<file path="src/rtl/lsspc_consts.svh">
// constants for the led sink serial pwm core
`ifndef LSSPC_CONSTS_SVH
`define LSSPC_CONSTS_SVH
`define LSSPC_CHANNELS 16
`define LSSPC_BRIGHT_BITS 12
`define LSSPC_CORR_BITS 7
`define LSSPC_BRIGHT_RESET 12'h000
`define LSSPC_CORR_RESET 7'h00
`define LSSPC_COUNT_RESET 12'h000
`define LSSPC_SYNC_STAGES 3
`endif

</file>
<file path="src/rtl/lsspc_pkg.sv">
// types for the led sink serial pwm core
package lsspc_pkg;
   typedef enum logic [1:0]
   {
      LSSPC_PWM_IDLE = 2'b01,
      LSSPC_PWM_RUN = 2'b10
   } lsspc_pwm_state_t;
endpackage

</file>
<file path="src/rtl/lsspc_pin_sync.sv">
// three-stage pin synchroniser with edge detection
`timescale 1ns/10ps
module lsspc_pin_sync
(
   input wire logic clk,
   input wire logic nrst,
   input wire logic pin,
   output logic level,
   output logic rise
);
   logic s1;
   logic s2;
   logic s3;

   // ------------------------------------------------
   // synchroniser chain
   // ------------------------------------------------
   always_ff @(posedge clk)
   begin
      if (!nrst)
      begin
         s1 <= 1'b0;
         s2 <= 1'b0;
         s3 <= 1'b0;
      end
      else
      begin
         s1 <= pin;
         s2 <= s1;
         s3 <= s2;
      end
   end

   // ------------------------------------------------
   // accepted level: a change counts once stages two and three agree
   // ------------------------------------------------
   always_ff @(posedge clk)
   begin
      if (!nrst)
      begin
         level <= 1'h0;
      end
      else if (s2 == s3)
      begin
         level <= s3;
      end
   end

   assign rise = s2 & s3 & ~level;
endmodule

</file>
<file path="src/rtl/lsspc_core.sv">
// led sink serial pwm core: serial ports, latches and pwm outputs
`timescale 1ns/10ps
`include "lsspc_consts.svh"
// Operation
// brightness clock rise shifts input into lsb
// brightness msb drives daisy-chain output
// brightness clock also clocks pwm timing
// blank low: counter increments per brightness clock rise
// brightness latch rise copies shift register
// correction clock rise shifts input into lsb
// correction msb drives daisy-chain output
// correction latch rise copies shift register
// blank high forces all channel outputs off
// blank high holds counter at zero
// blank high resets pwm timing state
// blank low: pwm alone drives outputs
// host drives two independent serial ports
// output on while counter below value
// correction value sets per-channel current level
module lsspc_core
#(
   parameter int CHANNELS = `LSSPC_CHANNELS,
   parameter int BRIGHT_BITS = `LSSPC_BRIGHT_BITS,
   parameter int CORR_BITS = `LSSPC_CORR_BITS
)
(
   input wire logic clk,
   input wire logic nrst,
   input wire logic bright_serial_in,
   input wire logic bright_shift_clk,
   input wire logic bright_latch_strobe,
   input wire logic corr_serial_in,
   input wire logic corr_shift_clk,
   input wire logic corr_latch_strobe,
   input wire logic blank,
   output logic bright_serial_out,
   output logic corr_serial_out,
   output logic [CHANNELS-1:0] sink_output,
   output logic [CHANNELS*CORR_BITS-1:0] sink_level
);
   localparam int BSR = CHANNELS * BRIGHT_BITS;
   localparam int CSR = CHANNELS * CORR_BITS;

   // ------------------------------------------------
   // parameter checks
   // ------------------------------------------------
   if (CHANNELS < 1 || BRIGHT_BITS < 1 || CORR_BITS < 1)
   begin : g_bad_params
      $error("lsspc_core: widths must be positive");
   end

   if (CHANNELS * BRIGHT_BITS < 2 || CHANNELS * CORR_BITS < 2)
   begin : g_short_shift
      $error("lsspc_core: shift registers need at least two bits");
   end

   // ------------------------------------------------
   // pin synchronisers
   // ------------------------------------------------
   logic bclk_rise;
   logic bin_lvl;
   logic blat_rise;
   logic cclk_rise;
   logic cin_lvl;
   logic clat_rise;
   logic blank_lvl;

   lsspc_pin_sync u_bclk
   (
      .clk(clk),
      .nrst(nrst),
      .pin(bright_shift_clk),
      .level(),
      .rise(bclk_rise)
   );

   lsspc_pin_sync u_bin
   (
      .clk(clk),
      .nrst(nrst),
      .pin(bright_serial_in),
      .level(bin_lvl),
      .rise()
   );

   lsspc_pin_sync u_blat
   (
      .clk(clk),
      .nrst(nrst),
      .pin(bright_latch_strobe),
      .level(),
      .rise(blat_rise)
   );

   lsspc_pin_sync u_cclk
   (
      .clk(clk),
      .nrst(nrst),
      .pin(corr_shift_clk),
      .level(),
      .rise(cclk_rise)
   );

   lsspc_pin_sync u_cin
   (
      .clk(clk),
      .nrst(nrst),
      .pin(corr_serial_in),
      .level(cin_lvl),
      .rise()
   );

   lsspc_pin_sync u_clat
   (
      .clk(clk),
      .nrst(nrst),
      .pin(corr_latch_strobe),
      .level(),
      .rise(clat_rise)
   );

   lsspc_pin_sync u_blank
   (
      .clk(clk),
      .nrst(nrst),
      .pin(blank),
      .level(blank_lvl),
      .rise()
   );

   // ------------------------------------------------
   // shift registers, latches and pwm state
   // ------------------------------------------------
   logic [BSR-1:0] bright_shift;
   logic [BSR-1:0] bright_hold;
   logic [CSR-1:0] corr_shift;
   logic [CSR-1:0] corr_hold;
   logic [BRIGHT_BITS-1:0] pwm_count;
   lsspc_pkg::lsspc_pwm_state_t pwm_state;
   wire logic [CHANNELS-1:0] chan_on;

   // ------------------------------------------------
   // brightness serial port
   // ------------------------------------------------
   always_ff @(posedge clk)
   begin
      if (!nrst)
      begin
         bright_shift <= {CHANNELS{BRIGHT_BITS'(`LSSPC_BRIGHT_RESET)}};
      end
      else if (bclk_rise)
      begin
         bright_shift <= {bright_shift[BSR-2:0], bin_lvl};
      end
   end

   always_ff @(posedge clk)
   begin
      if (!nrst)
      begin
         bright_serial_out <= 1'b0;
      end
      else if (bclk_rise)
      begin
         bright_serial_out <= bright_shift[BSR-1];
      end
   end

   always_ff @(posedge clk)
   begin
      if (!nrst)
      begin
         bright_hold <= {CHANNELS{BRIGHT_BITS'(`LSSPC_BRIGHT_RESET)}};
      end
      else if (blat_rise)
      begin
         bright_hold <= bright_shift;
      end
   end

   // ------------------------------------------------
   // correction serial port
   // ------------------------------------------------
   always_ff @(posedge clk)
   begin
      if (!nrst)
      begin
         corr_shift <= {CHANNELS{CORR_BITS'(`LSSPC_CORR_RESET)}};
      end
      else if (cclk_rise)
      begin
         corr_shift <= {corr_shift[CSR-2:0], cin_lvl};
      end
   end

   always_ff @(posedge clk)
   begin
      if (!nrst)
      begin
         corr_serial_out <= 1'b0;
      end
      else if (cclk_rise)
      begin
         corr_serial_out <= corr_shift[CSR-1];
      end
   end

   always_ff @(posedge clk)
   begin
      if (!nrst)
      begin
         corr_hold <= {CHANNELS{CORR_BITS'(`LSSPC_CORR_RESET)}};
      end
      else if (clat_rise)
      begin
         corr_hold <= corr_shift;
      end
   end

   // ------------------------------------------------
   // pwm timing
   // ------------------------------------------------
   always_ff @(posedge clk)
   begin
      if (!nrst)
      begin
         pwm_state <= lsspc_pkg::LSSPC_PWM_IDLE;
      end
      else if (blank_lvl)
      begin
         pwm_state <= lsspc_pkg::LSSPC_PWM_IDLE;
      end
      else if (bclk_rise)
      begin
         case (pwm_state)
            lsspc_pkg::LSSPC_PWM_IDLE: pwm_state <= lsspc_pkg::LSSPC_PWM_RUN;
            lsspc_pkg::LSSPC_PWM_RUN: pwm_state <= lsspc_pkg::LSSPC_PWM_RUN;
            default: pwm_state <= lsspc_pkg::LSSPC_PWM_IDLE;
         endcase
      end
   end

   // ------------------------------------------------
   // pwm counter
   // ------------------------------------------------
   always_ff @(posedge clk)
   begin
      if (!nrst)
      begin
         pwm_count <= BRIGHT_BITS'(`LSSPC_COUNT_RESET);
      end
      else if (blank_lvl)
      begin
         pwm_count <= '0;
      end
      else if (bclk_rise)
      begin
         pwm_count <= pwm_count + 1'b1;
      end
   end

   // ------------------------------------------------
   // channel outputs
   // ------------------------------------------------
   function automatic logic chan_lit(input logic [BRIGHT_BITS-1:0] count,
      input logic [BRIGHT_BITS-1:0] value);
      return count < value;
   endfunction

   for (genvar ch = 0; ch < CHANNELS; ch++)
   begin : g_chan
      assign chan_on[ch] = (pwm_state == lsspc_pkg::LSSPC_PWM_RUN) &&
         chan_lit(pwm_count, bright_hold[ch*BRIGHT_BITS +: BRIGHT_BITS]);
   end

   always_ff @(posedge clk)
   begin
      if (!nrst)
      begin
         sink_output <= '0;
      end
      else if (blank_lvl)
      begin
         sink_output <= '0;
      end
      else
      begin
         sink_output <= chan_on;
      end
   end

   // ------------------------------------------------
   // current levels
   // ------------------------------------------------
   always_ff @(posedge clk)
   begin
      if (!nrst)
      begin
         sink_level <= '0;
      end
      else
      begin
         sink_level <= corr_hold;
      end
   end
endmodule

</file>
<file path="config.mk">
export PLATFORM = sky130hd
export DESIGN_NAME = lsspc_core
export DESIGN_NICKNAME = d
export VERILOG_FILES = /design/src/rtl/lsspc_pkg.sv /design/src/rtl/lsspc_pin_sync.sv /design/src/rtl/lsspc_core.sv
export VERILOG_INCLUDE_DIRS = /design/src /design/src/rtl
export SDC_FILE = /design/constraint.sdc
export NUM_CORES = 2
export LEC_CHECK = 0
export BUFFER_PORTS_ARGS = -buffer_cell sky130_fd_sc_hd__buf_2
export CORE_ASPECT_RATIO = 0.6
export CORE_MARGIN = 5
export CORE_UTILIZATION = 66
export CTS_CLUSTER_SIZE = 14
export DETAILED_ROUTE_END_ITERATION = 12
export PLACE_DENSITY = 0.85
export SYNTH_ARGS = -nofsm -noshare
export SYNTH_HDL_FRONTEND = slang
export SYNTH_SLANG_ARGS = --single-unit
</file>
<file path="constraint.sdc">
create_clock -name clk -period 4 [get_ports clk]
set_clock_uncertainty 0.15 [all_clocks]
set_input_delay 0.8 -clock clk [delete_from_list [all_inputs] [get_ports clk]]
set_output_delay 0.8 -clock clk [all_outputs]
set_load 0.01 [all_outputs]
</file>
==> results.ini <==
[yosys]
syn_avg_cell_area_um2 = 8.54
synthCells = 3691
synth-edff-count = 0
ys_seq_elements = 780
yosysTopAreaCell = dfxtp_1
synth.cell_area_mm2 = 0.0315
synth_ff_type = dfxtp_1
synth.most_common_cell = nand2_1
ys_top_cells_by_count = nand2_1 (1,260), dfxtp_1 (780), a21boi_1 (608), ha_1 (182), inv_1 (179)
postSynth.asyncResetShare_pct = 0
ys_top_cells_by_area = dfxtp_1 (50%), nand2_1 (15%), a21boi_1 (14%)
ys_warn_count = 0
syn-num-nets = 3882
yosysSeqAreaShare_pct = 49.6
synth.distinct_cells = 38
synth_top_cell_area_share_pct = 49.6

[grt]
grt_max_degree = 231
grt_pass1_vias = 21800
use_met2_pct = 38.2
busiest_layer = met2
overflow = 0
grt_pass1_wl_um = 106000
met1_usage_pct = 33.9
antenna_found_initial = 0
met3_usage_pct = 3.96
grt.total_usage_pct = 23.8

[cts]
clock-root-buffer = clkbuf_16
clock_latency_ns = 0.60
cts.path.max_buffers = 3
hold_buffers = 0
postCtsSetupBuffers = 0
htreeDepth = 3
cts_sinks = 780
cts_made_buffers = 71
cts_tree = done
cts_resized = 0
clk_pin_slew_ns = 0.06

[sta]
max_slew_margin_pct = 22.9
tightest_slew_ns = 1.16
period_minus_slack_ns = 2.64
layout_setup_ws_ns = 1.36
setup_viol = 0
fmax_mhz = 378
rsz0062_at_grt = no
finalHoldViolCount = 0
final_max_slew_viol_count = 0
period_share_pct = 66.1
holdWs_ns = 0.263
tns_ns = 0

[routing]
drc = 0
viasPerCell = 5.31
routed-via-count = 23300
ant_nets = 0
wl_per_cell_um = 14.6
drtIter0Drc = 1558
dr.pass1.iters = 5
wirelength_um = 64200

[worst_setup_path]
crit_start = pwm_count[9]$_SDFFE_PP0P_
end_kind = register
r2r_end = sink_output[1]$_SDFF_PP0_
r2r-start = pwm_count[9]$_SDFFE_PP0P_
cp.required_ns = 4.38
r2r_cells = 5
worstSetupStartpointType = register
critPathArrivalTime_ns = 3.03
ff2ff_setup_slack_ns = 1.36
critPathKind = register to register
cp_max_fo = 18

[placed_design]
io_buffers = 138
globalplace.congestion = 0.792
post-place-ws_ns = 1.34
place_inst = 4268
place_hpwl_um = 37300

[worst_hold_path]
hold_start = bright_latch_strobe
hp-class = primary input to register
hold-path-endpoint = u_blat.s1$_SDFF_PN0_
holdPathStages = 2

[power_and_ir_drop]
powerDensity_mw_per_mm2 = 420
p_total_w = 0.0146
p_leak_nw = 13.1
peakVddDrop_mv = 0.369

[floorplanning]
die_h_um = 179
dieArea_mm2 = 0.0524
io_pins = 139
die_width_um = 292
rows = 62
core_mm2 = 0.0476
initial_core_util_pct = 66.3

[layout]
nets = 3892
fill_cells = 3588
area_growth_pct = 9.93
n_antenna_cell = 0
stdcell_count = 4390
drive_above_1_share_pct = 7.39

[flow_run]
drv_cap = 0

[run_status]
status = finished clean

==> area by class of cell <==
type                    instances  area [um2]  share of cell area (%)
repair buffers                162         981                    2.83
inverters                     180         676                    1.95
well taps                     640         801                    2.31
multi-input cells            2506       14300                    41.4
clock inverters                19         204                   0.589
clock buffers                 103        2020                    5.82
flip-flops and latches        780       15600                    45.1
==> worst max-delay path by stage <==
stage	to	slack (ns)	depth (start not counted)
5_1_grt	sink_output[1]$_SDFF_PP0_	1.28	5
6_report	sink_output[1]$_SDFF_PP0_	1.36	5
4_1_cts	sink_output[13]$_SDFF_PP0_	1.40	5
3_3_place_gp	sink_output[11]$_SDFF_PP0_	1.40	4
2_1_floorplan	sink_output[7]$_SDFF_PP0_	2.00	5
3_5_place_dp	sink_output[13]$_SDFF_PP0_	1.34	4
==> cell families after synthesis <==
family / after synthesis / synth area share [%]
buf+inv: 405 / 5.11
compound gates: 766 / 17.4
xor+xnor: 9 / 0.250
mux: 5 / 0.163
simple gates: 1544 / 20.3
flops: 780 / 49.6
fa+ha+maj: 182 / 7.23
==> report_power, final <==
part	total [W]	switching, W	internal, W
logic	0.000229	0.000123	0.000106
clock network	0.00655	0.00288	0.00366
registers	0.00778	0.00000459	0.00777
==> critical path, cell delays in order (launching register included) <==
cell,delay (ns)
dfxtp_1,1.05
ha_1,0.41
a211oi_1,0.27
nor2_1,0.09
or4_1,0.39
o21ba_1,0.22
==> placed cells by master (no fill, tap or decap), drive strengths merged, types with 16 or more instances in the layout <==
| cell | count |
|---|---|
| a21boi | 613 |
| nand2 | 1260 |
| buf | 162 |
| o21ai | 69 |
| a211oi | 16 |
| ha | 182 |
| a21oi | 51 |
| nor3 | 18 |
| nand4 | 18 |
| nor3b | 16 |
| and2 | 134 |
| nor2 | 60 |
| dfxtp | 780 |
| inv | 186 |
| clkbuf | 103 |
| or4 | 16 |
| o21ba | 16 |
==> state kept, by name, summed over array words and instances, names as in the netlist, 2 cells and up <==
register / flops
bright_hold: 192
bright_shift: 192
corr_hold: 112
corr_shift: 112
sink_level: 112
sink_output: 16
pwm_count: 12
pwm_state: 2
==> per-stage QoR <==
step	utilization, %	instance area (um2)
floorplan	-	31500
global placement	68.2	32400
detailed placement	68.2	32400
CTS	72.9	34600
global route	72.9	34600
finish	72.9	34600
==> metal layers <==
metal	vias to the layer above	wire length, um
met2	445	28600
met5	-	0
met3	122	3380
met4	0	1380
li1	11900	-
met1	10800	30800
Power figures use the tool's default switching activity.
